===== src/rtl/local_bus_defs.svh =====
// Summary of operation
// Drive 21-bit address for every bus cycle.
// Drive data on writes, sample on reads.
// Upper-lane enable with address LSB encodes lanes.
// Read strobe low throughout each read cycle.
// Write strobe low throughout each write cycle.
// Low wait input adds one wait state each; the code adds at most one per bus cycle.
// LAN select low only for LAN controller cycles.
// LAN controller raises interrupt when it has data.
// Wait input held high when unused.
`ifndef LOCAL_BUS_DEFS_SVH
`define LOCAL_BUS_DEFS_SVH
`define LB_ADDR_W   21
`define LB_DATA_W   16
`define LB_STROBE_CYCLES 2'h2
`define LB_SIZE_WORD 2'h0
`define LB_SIZE_EVEN 2'h1
`define LB_SIZE_ODD  2'h2
`endif


===== src/rtl/local_bus_pkg.sv =====
`include "local_bus_defs.svh"
package local_bus_pkg;
  // One request from the device core to the bus engine.
  typedef struct packed {
    logic [`LB_ADDR_W-1:0] addr;  // Byte address; bit 0 selects the odd lane.
    logic [`LB_DATA_W-1:0] wdata; // Write data, placed on the matching lane.
    logic                  write; // High for a write cycle.
    logic                  word;  // High for a 16-bit transfer.
    logic                  lan;   // High when the cycle targets the LAN controller.
  } lb_req_s;

  // Bus engine states.
  typedef enum logic [2:0] {
    ST_IDLE   = 3'b001,
    ST_STROBE = 3'b010,
    ST_WAIT   = 3'b100
  } lb_state_e;
endpackage : local_bus_pkg


===== src/rtl/local_bus_master_port.sv =====
`include "local_bus_defs.svh"
module local_bus_master_port
  import local_bus_pkg::*;
(
  input  wire logic                  clk,
  input  wire logic                  rst,
  input  wire logic                  req_valid,
  output logic                       req_ready,
  input  wire lb_req_s               req,
  output logic                       rsp_valid,
  output logic [`LB_DATA_W-1:0]      rsp_rdata,
  output logic [`LB_ADDR_W-1:0]      addr_out,
  output logic                       upper_lane_enable_n,
  input  wire logic [`LB_DATA_W-1:0] data_in,
  output logic [`LB_DATA_W-1:0]      data_out,
  output logic                       data_oe,
  output logic                       rd_n,
  output logic                       wr_n,
  input  wire logic                  wait_n,
  output logic                       lan_select_n,
  input  wire logic                  lan_irq,
  output logic                       lan_irq_sync
);

  // Engine state and the attributes of the cycle in flight. They are kept
  // apart from the pins so that the release logic needs no decoding of them.
  lb_state_e         state_reg;     // Bus engine state.
  logic [1:0]        cnt_reg;       // Strobe cycles left.
  logic              wait_meta_reg; // First synchroniser stage for the wait pin.
  logic              wait_n_reg;    // Synchronised wait pin.
  logic              irq_meta_reg;  // First synchroniser stage for the interrupt pin.
  logic              write_reg;     // Current cycle is a write.
  logic              waited_reg;    // A wait state was already inserted this cycle.
  logic              word_reg;      // Current cycle is a word transfer.

  // Lane encoding: an odd address can only ever carry a single byte,
  // so the both-high combination is never produced.
  function automatic logic lane_n(input logic word, input logic lsb);
    lane_n = !(word || lsb);
  endfunction : lane_n

  // The core may offer a request only while the engine is idle. A request
  // offered at any other time is not taken, so the core must hold it.
  assign req_ready = (state_reg == ST_IDLE);

  // External pins are asynchronous to clk, so both pass two flops.
  // A wait request shorter than two clocks may be missed; a slow device must hold it.
  always_ff @(posedge clk) begin
    if (rst) begin
      wait_meta_reg <= 1'b1;
      wait_n_reg    <= 1'b1;
      irq_meta_reg  <= 1'b0;
      lan_irq_sync  <= 1'b0;
    end else begin
      wait_meta_reg <= wait_n;
      wait_n_reg    <= wait_meta_reg;
      irq_meta_reg  <= lan_irq;
      lan_irq_sync  <= irq_meta_reg;
    end
  end

  // State sequencing: strobe for a fixed count, plus one wait state if asked.
  always_ff @(posedge clk) begin
    if (rst) begin
      state_reg  <= ST_IDLE;
      cnt_reg    <= 2'h0;
      waited_reg <= 1'b0;
    end else begin
      case (state_reg)
        // Accept a request and load the fixed strobe count.
        ST_IDLE: begin
          if (req_valid) begin
            state_reg  <= ST_STROBE;
            cnt_reg    <= `LB_STROBE_CYCLES;
            waited_reg <= 1'b0;
          end
        end
        // Count down, then either insert the single wait state or finish.
        ST_STROBE: begin
          if (cnt_reg > 2'h1) begin
            cnt_reg <= cnt_reg - 2'h1;
          end else if (!wait_n_reg && !waited_reg) begin
            state_reg  <= ST_WAIT;
            waited_reg <= 1'b1;
          end else begin
            state_reg <= ST_IDLE;
          end
        end
        ST_WAIT: begin
          // The single inserted wait state ends the cycle next.
          state_reg <= ST_IDLE;
        end
        // An illegal state code falls back to idle rather than hanging the bus.
        default: begin
          state_reg <= ST_IDLE;
        end
      endcase
    end
  end

  // Pin outputs: address, lanes, data and strobes are registered.
  // Registered strobes cannot glitch, at the cost of one cycle of latency.
  // Address and lane code stand until the next request is taken.
  always_ff @(posedge clk) begin
    if (rst) begin
      addr_out            <= '0;
      upper_lane_enable_n <= 1'b1;
      data_out            <= '0;
      data_oe             <= 1'b0;
      rd_n                <= 1'b1;
      wr_n                <= 1'b1;
      lan_select_n        <= 1'b1;
      write_reg           <= 1'b0;
      word_reg            <= 1'b0;
    end else if (state_reg == ST_IDLE && req_valid) begin
      addr_out            <= req.addr;
      upper_lane_enable_n <= lane_n(req.word, req.addr[0]);
      data_out            <= req.addr[0] ? {req.wdata[7:0], 8'h00} : req.wdata;
      data_oe             <= req.write;
      rd_n                <= req.write;
      wr_n                <= !req.write;
      lan_select_n        <= !req.lan;
      write_reg           <= req.write;
      word_reg            <= req.word && !req.addr[0];
    end else if ((state_reg == ST_STROBE && cnt_reg <= 2'h1 &&
                  (wait_n_reg || waited_reg)) || state_reg == ST_WAIT) begin
      rd_n         <= 1'b1;
      wr_n         <= 1'b1;
      data_oe      <= 1'b0;
      lan_select_n <= 1'b1;
    end
  end

  // Read data is sampled at the edge that releases the read strobe, and the
  // response pulses in the cycle that follows that edge. The data pins are
  // held stable by the far side for the whole strobe, so one flop suffices.
  always_ff @(posedge clk) begin
    if (rst) begin
      rsp_valid <= 1'b0;
      rsp_rdata <= '0;
    end else begin
      rsp_valid <= !rd_n && !rsp_valid && ((state_reg == ST_STROBE && cnt_reg <= 2'h1 &&
                   (wait_n_reg || waited_reg)) || state_reg == ST_WAIT);
      if (!rd_n && (state_reg == ST_WAIT || (state_reg == ST_STROBE && cnt_reg <= 2'h1)))
        rsp_rdata <= word_reg ? data_in :
                     (addr_out[0] ? {8'h00, data_in[15:8]} : {8'h00, data_in[7:0]});
    end
  end

  // Checks on the pin behaviour.
  // All of them are sampled on clk and are quiet while reset is high.
  // The unused lane code must never reach the pins.
  property p_lane_legal;
    @(posedge clk) disable iff (rst) !(upper_lane_enable_n && addr_out[0]);
  endproperty
  a_lane_legal: assert property (p_lane_legal) else $error("illegal lane code");

  // A cycle is either a read or a write, never both.
  property p_not_both;
    @(posedge clk) disable iff (rst) !(!rd_n && !wr_n);
  endproperty
  a_not_both: assert property (p_not_both) else $error("both strobes low");

  // An idle engine leaves both strobes inactive.
  property p_rd_idle;
    @(posedge clk) disable iff (rst) (state_reg == ST_IDLE) |-> rd_n && wr_n;
  endproperty
  a_rd_idle: assert property (p_rd_idle) else $error("strobe low while idle");

  // Every accepted request gives at least the fixed strobe length.
  property p_strobe_len;
    @(posedge clk) disable iff (rst) (req_ready && req_valid) |=> (!rd_n || !wr_n) [*2];
  endproperty
  a_strobe_len: assert property (p_strobe_len) else $error("strobe too short");

  // A held wait request adds exactly one state before the cycle ends.
  property p_wait_adds;
    @(posedge clk) disable iff (rst)
      (state_reg == ST_STROBE && cnt_reg == 2'h1 && !wait_n_reg && !waited_reg)
      |=> state_reg == ST_WAIT ##1 state_reg == ST_IDLE;
  endproperty
  a_wait_adds: assert property (p_wait_adds) else $error("wait state missing");

  // The LAN select never stands outside a strobe.
  property p_lan_cs;
    @(posedge clk) disable iff (rst) !lan_select_n |-> (!rd_n || !wr_n);
  endproperty
  a_lan_cs: assert property (p_lan_cs) else $error("lan select outside cycle");

  // The data pins are driven only during a write strobe.
  property p_oe_write;
    @(posedge clk) disable iff (rst) data_oe |-> !wr_n;
  endproperty
  a_oe_write: assert property (p_oe_write) else $error("data driven off write");

  // The address stands for the whole read strobe.
  property p_addr_hold;
    @(posedge clk) disable iff (rst) (!rd_n && $past(!rd_n)) |-> $stable(addr_out);
  endproperty
  a_addr_hold: assert property (p_addr_hold) else $error("address moved in cycle");

  // A read answer is a single pulse, so the core cannot take one word twice.
  property p_rsp_pulse;
    @(posedge clk) disable iff (rst) rsp_valid |=> !rsp_valid;
  endproperty
  a_rsp_pulse: assert property (p_rsp_pulse) else $error("response too long");

  // The answer comes only as a read strobe is released.
  property p_rsp_read;
    @(posedge clk) disable iff (rst) rsp_valid |-> $rose(rd_n);
  endproperty
  a_rsp_read: assert property (p_rsp_read) else $error("response without read");

  // With the wait pin high the strobe ends after its fixed count.
  property p_no_wait;
    @(posedge clk) disable iff (rst)
      (state_reg == ST_STROBE && cnt_reg == 2'h1 && wait_n_reg) |=> state_reg == ST_IDLE;
  endproperty
  a_no_wait: assert property (p_no_wait) else $error("wait state not asked for");

  // Main scenarios: reads, writes, wait states, LAN cycles and odd-lane reads.
  c_read:  cover property (@(posedge clk) disable iff (rst) $fell(rd_n));
  c_odd:   cover property (@(posedge clk) disable iff (rst) $fell(rd_n) && addr_out[0]);
  c_write: cover property (@(posedge clk) disable iff (rst) $fell(wr_n));
  c_wait:  cover property (@(posedge clk) disable iff (rst) state_reg == ST_WAIT);
  c_lan:   cover property (@(posedge clk) disable iff (rst) $fell(lan_select_n));

endmodule : local_bus_master_port


===== config.mk =====
export PLATFORM = sky130hd
export DESIGN_NAME = local_bus_master_port
export DESIGN_NICKNAME = d
export VERILOG_FILES = /design/src/rtl/local_bus_pkg.sv /design/src/rtl/local_bus_master_port.sv
export VERILOG_INCLUDE_DIRS = /design/src /design/src/rtl
export SDC_FILE = /design/constraint.sdc
export NUM_CORES = 1
export LEC_CHECK = 0
export BUFFER_PORTS_ARGS = -buffer_cell sky130_fd_sc_hd__buf_2
export CAP_MARGIN = 30
export CORE_MARGIN = 2
export CORE_UTILIZATION = 42
export CTS_CLUSTER_DIAMETER = 60
export DETAILED_ROUTE_END_ITERATION = 12
export GPL_TIMING_DRIVEN = 0
export HOLD_SLACK_MARGIN = 0.15
export PLACE_DENSITY = 0.76
export SYNTH_ARGS = -nofsm -noshare
export SYNTH_HDL_FRONTEND = slang
export SYNTH_SLANG_ARGS = --single-unit
export TNS_END_PERCENT = 50

===== constraint.sdc =====
create_clock -name clk -period 1.7 [get_ports clk]
set_clock_uncertainty 0.1 [all_clocks]
set_input_delay 0.17 -clock clk [delete_from_list [all_inputs] [get_ports clk]]
set_output_delay 0.17 -clock clk [all_outputs]
set_load 0.03 [all_outputs]

Yosys cells after proc, flatten, opt, wreduce, memory -nomap -nowiden
Cells that the tools add are included.
Cells by class
  $add $sub $neg: 1
  magnitude comparators: 2
  equal/unequal tests: 7
  mux-type cells: 20
  reductions and logical operators: 25
Operators with widths (count)
  two-way mux 16 bit: 2
  two-way mux 1 bit: 9
  two-way mux 3 bit: 3
  logical AND 1 bit: 8
  logical NOT 1 bit: 8
  two-way mux 8 bit: 1
  != test 2 bit, second input constant: 4
  one-hot mux 3 bit (2 select lines): 1
  logical OR 1 bit: 4
  two-way mux 2 bit: 2
  one-hot mux 2 bit (2 select lines): 1
  AND reduction 4 bit: 1
  nonzero test 2 bit: 2
  == test 3 x 1 -> 1 bit, second input constant: 1
  == test 3 x 2 -> 1 bit, second input constant: 1
  == test 3 bit, second input constant: 1
  AND reduction 3 bit: 1
  greater-than comparator 2 x 1 -> 1 bit, second input constant: 1
  <= comparator 2 x 1 -> 1 bit, second input constant: 1
  one-hot mux 1 bit (2 select lines): 1
  AND reduction 2 bit: 1
  subtractor 2 x 1 -> 2 bit, second input constant: 1
Storage, ports and cells
  flip-flop bits (word level): 70
  input bits: 61
  output and inout port bits: 61
  word-level logic and storage cells: 72

Longest topological paths before layout
Gate-level depths: netlist of run 1.
  depth after elaboration: 6
  depth in mapped cells: 7
  depth with buffers taken out: 6

Worst setup path before layout of run 1
OpenSTA, ideal clock, no wires.
  path type: flip-flop to flip-flop
  start point: register state_reg[0]
  end point: register addr_out[0]
  setup time: 0.070 ns
  arrival time: 1.954 ns
  data required time: 1.530 ns
  setup slack: -0.424 ns
  stages on the path, launching flop included: 7
  buffers on the path: 2
  period minus slack after synthesis: 2.124 ns
  cells stage by stage: dfxtp_1 nor3b_1 and2_1 buf_2 buf_2 nand2_1 a21oi_1
On the way
  longest elaborated chain between the ends: 2
RTL lines
  start, declared: RTL line local_bus_master_port.sv:27  | lb_state_e state_reg;
  start signal, assigned: RTL line local_bus_master_port.sv:65  | state_reg <= ST_IDLE;
  start signal, assigned: RTL line local_bus_master_port.sv:73  | state_reg <= ST_STROBE;
  start signal, assigned: RTL line local_bus_master_port.sv:83  | state_reg <= ST_WAIT;
  == test 3 x 1 -> 1 bit
  via req_ready: RTL line local_bus_master_port.sv:8  | output logic req_ready,
  logical AND 1 bit: RTL line local_bus_master_port.sv:115  | end else if (state_reg == ST_IDLE && req_valid) begin
  end signal, assigned: RTL line local_bus_master_port.sv:116  | addr_out <= req.addr;
  end, declared: RTL line local_bus_master_port.sv:12  | output logic [`LB_ADDR_W-1:0] addr_out,
The timed path passes the listed nets, and every way through them passes these cells.
A chain may end at the register's enable or synchronous reset.

Worst setup path after layout of run 1
  start point: register state_reg[2]
  end point: register data_oe
On the way
  longest elaborated chain between the ends: 5
  elaborated cells between the ends (all ways): 9
  those cells by class: eq/ne: 3; mux: 1; reduce/logical: 5
RTL lines
  == test 3 x 2 -> 1 bit: RTL line local_bus_master_port.sv:125  | end else if ((state_reg == ST_STROBE && cnt_reg <= 2'h1 &&
  logical AND 1 bit (2 in series): RTL line local_bus_master_port.sv:125
  logical OR 1 bit: RTL line local_bus_master_port.sv:126  | (wait_n_reg || waited_reg)) || state_reg == ST_WAIT) begin
  nonzero test 2 bit (no line)
  end signal, assigned: RTL line local_bus_master_port.sv:119  | data_oe <= req.write;
  end, declared: RTL line local_bus_master_port.sv:16  | output logic data_oe,
Several ways; a longest one is shown, not always the timed one.

==> summary.txt, run 1 <==
Place
  • Placer Congestion: 0.839
  • Detailed Place HPWL: 5430 um
  • Number of buffers added on ports: 119
  • DP Cell Count: 500
  • Pre-CTS WS: -184 ps

Global route
  • Most Crowded Layer GR: met2
  • GRT overflow: 0
  • Met2 GRT Util: approximately two fifths
  • Global-route wire length before repair: 13,400 um
  • Largest net degree at the start of global routing: 13
  • Initial antenna violation count: 0
  • Met1 Track Usage GR: 27.8%
  • Total track usage: about a quarter
  • Vias in the first global route: 2,811
  • GR Layer Usage met3: 4.65%

Detailed routing
  • ANT nets after route: 0
  • Vias: 2,906
  • Drt drc: 0
  • Via/cell ratio: 5.06
  • First drt pass iteration count: 4
  • DRT Wirelength: 8330 um
  • Drt wl/cell: 14.5 um
  • DRT iter0 DRCs: around 130

Critical path
  • R2r startpoint: state_reg[2]$_SDFFE_PP0P_
  • Critical-path cell list: or3b_4 > o32a_1 > and2_4 > a31o_1
  • Critical Path Max Stage Delay: roughly 400 ps
  • CP max FO: 5
  • Top delay family on crit path: simple AND/OR/NAND/NOR gates
  • Crit Path Category: flop to flop
  • CP endpoint kind: flop
  • Worst EP arrival: 1770 ps
  • Worst Setup SP: state_reg[2]$_SDFFE_PP0P_
  • CP Buf/Inv Count: 0
  • Critical Path RT: 1820 ps
  • Crit-path slowest cell: or3b_4
  • CP Launch Type: flop

STA
  • Max Freq: 607 MHz
  • Period utilization: between 90% and 100%
  • Worst Max-Slew Pin Slew: 614 ps
  • Setup violators final: 0
  • Final Slew Violations: 0
  • Tmin final: between 1500 and 2000 ps
  • Final setup margin: 52.4 ps
  • Count of final hold-check violations: 0
  • Rel. slew slack: 59.0%
  • Unrepaired setup endpoints after global routing: yes

Logic synthesis
  • #FFs+latches synth: 70
  • Synth top area share: 52.1%
  • Syn nets: 366
  • Post-synth EDFFs: 0
  • Unique masters post-synth: 36
  • Post-Synthesis Cells: 304
  • Seq/Total Area, Yosys: 52.1%
  • Most frequent cells after synthesis: 70 x dfxtp_1, 50 x a21oi_1, 43 x nand2_1, 25 x nor2_1, 18 x clkbuf_1
  • Cell accounting for the most synthesized area: dfxtp_1
  • Synth top area cells: dfxtp_1 52%, a21oi_1 9.3%, nand2_1 6.0%
  • Post-Syn Area: 2690 um^2
  • Syn avg cell area: 8.85 um^2
  • Post-synth ARST share: 0%
  • Yosys warns: 0
  • Most frequent cell after synthesis: dfxtp_1
  • Main synth FF type: dfxtp_1

Finish
  • Multi-input gate area: 1250 um^2
  • Most flop-heavy register: addr_out
  • Top Registers: addr_out (21), data_out (16), rsp_rdata (16)
  • Filler Cell Count: 510
  • Antenna Cells: 0
  • Layout Cells excl Fill: 574
  • Register area: 1410 um^2
  • Largest register FFs: 21
  • Area Overhead vs Synth: 58.5%
  • Layout cell share with drive strength beyond 1: between 30% and 40%
  • Final nets: 554

Clocking
  • Number of CTS-inserted buffers: 9
  • Clock latency on the worst-skew pair: 330 ps
  • TritonCTS clock tree: built
  • Worst-path clk slew: 70 ps
  • Clock root cell: clkbuf_8
  • Max clock buf depth: 2
  • H-tree depth: 3
  • CTS Sinks: 70

Die
  • Core footprint: 6280 um^2
  • DIE WIDTH: about 84 um
  • Initial cell density of the core: 42.9%
  • Site Rows: 29
  • Die area: 7060 um^2
  • Die span in y: 84.0 um
  • I/O pins: ~120

Status
  • Outcome: finished clean

Min path
  • Critical hold path startpoint: req[3]
  • Min-delay worst type: primary input to flop

Power
  • Leak: between 0.0015 and 0.002 uW
  • Cell Pwr Density: 918 nW/um^2
  • Max VDD drop: 0.645 mV

Flow run
  • Max cap viols: 0
## report_power, final
| group | leakage [uW] | total [uW] | switching (uW) | internal [uW] |
|---|---|---|---|---|
| Sequential | 0.000573 | 1770 | 50.7 | 1720 |
| Clock | 0.000106 | 1370 | 616 | 758 |
| Combinational | 0.00120 | 766 | 441 | 325 |
## per-layer routing
metal / up-vias / share of wire [%]
met1: 1322 / 41
met5: - / 0
met3: 22 / 5.8
li1: 1444 / -
met4: 0 / 3.0
met2: 118 / 50
## kinds of logic (layout without fill, tap and decap cells)
logic type	Yosys count	in the layout	synth area share, %
muxes	16	16	5.95
and+or+nand+nor	108	108	19.7
buffers and inverters	26	219	3.86
DFF	70	70	52.1
adders and majority gates	1	1	0.465
AOI/OAI and AO/OA	83	83	18.0
## worst min-delay path: cells and delay by family
kind                   cells  cell delay (ps)
and+or+nand+nor            2              170
buffers and inverters      1              110
AOI/OAI and AO/OA          1              110
## cell type report
class,instances,area share [%]
clock inverter,5,1.32
inverter,2,0.176
sequential,70,33.1
buffer,22,2.49
tap,77,2.26
clock buffer,11,3.55
multi-input combinational,208,29.3
timing repair buffer,179,27.8
## through the flow
stage | util, % | setup TNS [ps] | area, um^2 | hold WS [ps] | total power (uW)
2_1_floorplan | - | -23.4 | 2700 | 174 | 2210
3_3_place_gp | 54.1 | -2130 | 3390 | 258 | 2410
3_5_place_dp | 54.1 | -4050 | 3390 | 256 | 2430
4_1_cts | 66.7 | 0 | 4190 | 154 | 3900
5_1_grt | 67.9 | -42.4 | 4260 | 175 | 4080
6_report | 67.9 | 0 | 4260 | 174 | 3910
## path summary, 6_finish.rpt
path	end	slack, ps	cells past startpoint
hold / removal	data_out[0]$_SDFFE_PP0P_	170	4
setup reg to reg	data_oe$_SDFFE_PP0P_	50	4
hold reg to reg	rsp_valid$_SDFF_PP0_	320	1
setup / recovery	data_oe$_SDFFE_PP0P_	50	4
## cells in the final DEF (no fill, tap or decap), types with 11 or more instances in the layout
master / count
buf_2: 120
dfxtp_1: 67
dlygate4sd3_1: 56
a21oi_1: 50
nand2_1: 43
nor2_1: 23
mux2i_1: 16
a211oi_1: 15
clkbuf_1: 13
clkbuf_8: 11
## repair_timing
action / in CTS / in global routing
resized for setup: 12 / 16
hold endpoints to repair: 52 / 0
hold buffers: 56 / 0
setup buffers: 0 / 4
setup endpoints to repair: 52 / 45
pin swaps: 1 / 4
Note: power is estimated with default switching activity, not from simulation.
==> run 2, diff against run 1 <==
--- a/config.mk
+++ b/config.mk
@@ -6,10 +6,11 @@
 export SDC_FILE = /design/constraint.sdc
 export NUM_CORES = 1
 export LEC_CHECK = 0
+export ABC_AREA = 1
 export BUFFER_PORTS_ARGS = -buffer_cell sky130_fd_sc_hd__buf_2
 export CAP_MARGIN = 30
 export CORE_MARGIN = 2
-export CORE_UTILIZATION = 42
+export CORE_UTILIZATION = 43
 export CTS_CLUSTER_DIAMETER = 60
 export DETAILED_ROUTE_END_ITERATION = 12
 export GPL_TIMING_DRIVEN = 0
==> summary.txt, run 2 <==
Min path
  • Hold Path Depth: 5 (+1)
  • Min-delay worst type: primary input to flop

Logic synthesis
  • Mux share of post-synthesis cell area: 0% (-6.0 points)
  • Post-synthesis simple-gate area fraction: 30.3% (+11 points)
  • Most frequent cells after synthesis: 82 x nand2_1, 72 x nor2_1, 70 x dfxtp_1, 37 x o21ai_0, 30 x nand3_1
  • Cell accounting for the most synthesized area: dfxtp_1
  • Post-Synthesis Cells: 387 (+27%)
  • Synth top area cells: dfxtp_1 49%, nand2_1 11%, nor2_1 9.5%
  • Post-Synth XOR/XNOR Area: 0% (unchanged)
  • Seq/Total Area, Yosys: 49.1% (-3.0 points)
  • Unique masters post-synth: 28 (-22%)
  • Post-synth ARST share: 0% (unchanged)
  • Main synth FF type: dfxtp_1
  • #FFs+latches synth: 70 (unchanged)
  • Syn nets: 449 (+23%)
  • Most frequent cell after synthesis: nand2_1
  • Synth Area in Adders: 0.438% (-0.027 points)
  • Post-synth EDFFs: 0 (unchanged)
  • Post-Syn Area: 2860 um^2 (+6.1%)
  • Syn avg cell area: 7.38 um^2 (-17%)
  • Largest family of logic cells by synthesized area: simple AND/OR/NAND/NOR gates
  • Synth top area share: 49.1% (-3.0 points)
  • Yosys warns: 0 (unchanged)
  • Synth Area in Compound Gates: 12.6% (-5.4 points)

Critical path
  • Critical Path End: wait_meta_reg$_SDFF_PP1_
  • CP Launch Type: primary input
  • Worst Setup SP: rst
  • CP max FO: 10 (+5)
  • Worst EP arrival: 1750 ps (-20 ps)
  • CP endpoint kind: flop
  • FF-to-FF End: rd_n$_SDFFE_PP1P_
  • R2r startpoint: cnt_reg[1]$_SDFFE_PP0P_
  • Critical Path RT: 1810 ps (about the same)
  • Crit Path Category: primary input to flop
  • Reg2Reg Depth: 8 (+4)
  • R2R Setup Slk: 170 ps (+120 ps)

Die
  • Site Rows: 29 (unchanged)
  • DIE WIDTH: 85.5 um (+1.7%)
  • Die area: 7310 um^2 (+3.5%)
  • Initial cell density of the core: 44.7% (+1.9 points)
  • Die span in y: 85.5 um (+1.7%)
  • I/O pins: 122 (unchanged)
  • Core footprint: 6390 um^2 (+1.7%)

Clocking
  • Worst-path clk slew: 70 ps (about the same)
  • Clock root cell: clkbuf_8
  • Clock latency on the worst-skew pair: 330 ps (about the same)
  • CTS Sinks: 70 (unchanged)
  • H-tree depth: 3 (unchanged)
  • Number of CTS-inserted buffers: 9 (unchanged)
  • TritonCTS clock tree: built
  • Max clock buf depth: 2 (unchanged)
  • Setup bufs post-CTS: 0 (unchanged)

Global route
  • Global-route wire length before repair: 14,000 um (+4.6%)
  • Vias in the first global route: 3,109 (+11%)
  • Largest net degree at the start of global routing: 12 (-1)
  • GRT overflow: 0 (unchanged)
  • Initial antenna violation count: 0 (unchanged)
  • Total track usage: 24.1% (+0.65 points)

Finish
  • Area Overhead vs Synth: 48.9%
  • Most flop-heavy register: addr_out
  • Top Registers: addr_out (21), data_out (16), rsp_rdata (16)
  • Largest register FFs: 21 (unchanged)
  • Most common cell after layout, fill and taps aside: buf_2
  • Layout cell share with drive strength beyond 1: 28.7% (-4.1 points)
  • Most frequent cells in the layout: 124 x buf_2, 81 x nand2_1, 72 x nor2_1, 70 x dfxtp_1, 52 x dlygate4sd3_1
  • Antenna Cells: 0 (unchanged)
  • Fin util: 66.6% (-1.3 points)
  • Final nets: 631 (+14%)

Detailed routing
  • DRT Wirelength: 8760 um (+5.1%)
  • ANT nets after route: 0 (unchanged)
  • Vias: 3,273 (+13%)
  • DRT iter0 DRCs: 234 (+87%)
  • Drt drc: 0 (unchanged)
  • First drt pass iteration count: 5 (+1)
  • Drt wl/cell: 13.5 um (-7.3%)
  • Via/cell ratio: 5.03 (-0.69%)

STA
  • Worst Max-Slew Pin Slew: 550 ps (-64.6 ps)
  • Unrepaired setup endpoints after global routing: no
  • Period utilization: 96.1% (-0.80 points)
  • Worst hold slack: 162 ps (-12.4 ps)
  • Final Slew Violations: 0 (unchanged)
  • Max Freq: 612 MHz (+0.83%)
  • Final setup margin: 66.0 ps (+13.6 ps)
  • Setup violators final: 0 (unchanged)
  • Tmin final: 1630 ps (-13.6 ps)
  • Rel. slew slack: 63.3% (+4.3 points)
  • Setup TNS: 0 ps (unchanged)
  • Count of final hold-check violations: 0 (unchanged)

Power
  • NetSw: 1160 uW (+4.8%)
  • Cell Pwr Density: 912 nW/um^2 (-0.66%)
  • Switching part of the total: 29.9% (+1.6 points)
  • Total power: 3880 uW (-0.93%)
  • Share of power burned in combinational logic: 21.2% (+1.6 points)
  • Max VDD drop: 0.558 mV (-13%)
  • Sequential power share: 46.0% (+0.7 points)
  • Internal power: 2720 uW (-3.2%)
  • Leak: 0.00206 uW (+9.6%)
  • Clk pwr share: 32.8% (-2.3 points)

Status
  • Outcome: finished clean

Place
  • Detailed Place HPWL: 5480 um (+0.82%)
  • Number of buffers added on ports: 119 (unchanged)
  • Pre-CTS WS: 153 ps (+337 ps)
  • Placer Congestion: 0.843 (+0.51%)

Flow run
  • Max cap viols: 0 (unchanged)
## run 2: cell count changes after synthesis, moves of 16 or more
cell and delta:
nor2_1 +47, mux2i_1 -16, a21oi_1 -22, nand3_1 +30, nand2_1 +39, o21ai_0 +28
## run 2: kinds of logic (layout without fill, tap and decap cells)
| group | count (synthesis) | count (layout) |
|---|---|---|
| and+or+nand+nor | 200 | 200 |
| adders and majority gates | 1 | 1 |
| buffers and inverters | 46 | 233 |
| AOI/OAI and AO/OA | 70 | 70 |
| DFF | 70 | 70 |
## run 2: final cells by class
| cell class | count | area, um^2 |
|---|---|---|
| buffer | 22 | 128 |
| clock buffer | 11 | 131 |
| clock inverter | 5 | 50.0 |
| fill | 531 | 2130 |
| inverter | 24 | 90.1 |
| multi-input combinational | 271 | 1240 |
| sequential | 70 | 1400 |
| tap | 77 | 96.3 |
| timing repair buffer | 171 | 1120 |
## run 2: worst min path at each step
stage / end / slack (ps) / from
after floorplan: upper_lane_enable_n$_SDFFE_PP1P_ / 170 / req[1]
final: data_out[11]$_SDFFE_PP0P_ / 160 / req[14]
after detailed placement: wait_meta_reg$_SDFF_PP1_ / 280 / wait_n
after global placement: irq_meta_reg$_SDFF_PP0_ / 280 / lan_irq
after CTS: data_out[11]$_SDFFE_PP0P_ / 160 / req[14]
after global routing: data_out[9]$_SDFFE_PP0P_ / 170 / req[12]
## run 2: through the flow
stage	instances	cell area [um^2]
6_report	651	4250
5_1_grt	651	4250
4_1_cts	651	4250
3_5_place_dp	583	3550
3_3_place_gp	583	3550
2_1_floorplan	387	2860
## run 2: worst max-delay path: stages
cell and delay, ps:
dlygate4sd3_1 530, buf_2 180, or2_2 300, dlygate4sd3_1 560
## run 2: per-layer routing
layer	part of all wire, %	GRT usage, %	vias up	wire (um)
met3	6.3	4.38	35	549
met4	3.8	11.5	0	334
li1	-	-	1609	-
met1	39	27.7	1476	3440
met2	51	43.0	153	4440
met5	0	0	-	0
## run 2: power by group through the flow
stage	Combinational [uW]	Sequential (uW)	Clock, uW
finish	824	1780	1270
global route	894	1790	1370
CTS	806	1780	1280
detailed placement	713	1820	0
global placement	704	1810	0
floorplan	303	1990	0
## run 2: repair_timing
item / in CTS / in global routing
setup endpoints to repair: 0 / 3
hold buffers: 52 / 0
resized for setup: 0 / 3
hold endpoints to repair: 61 / 0
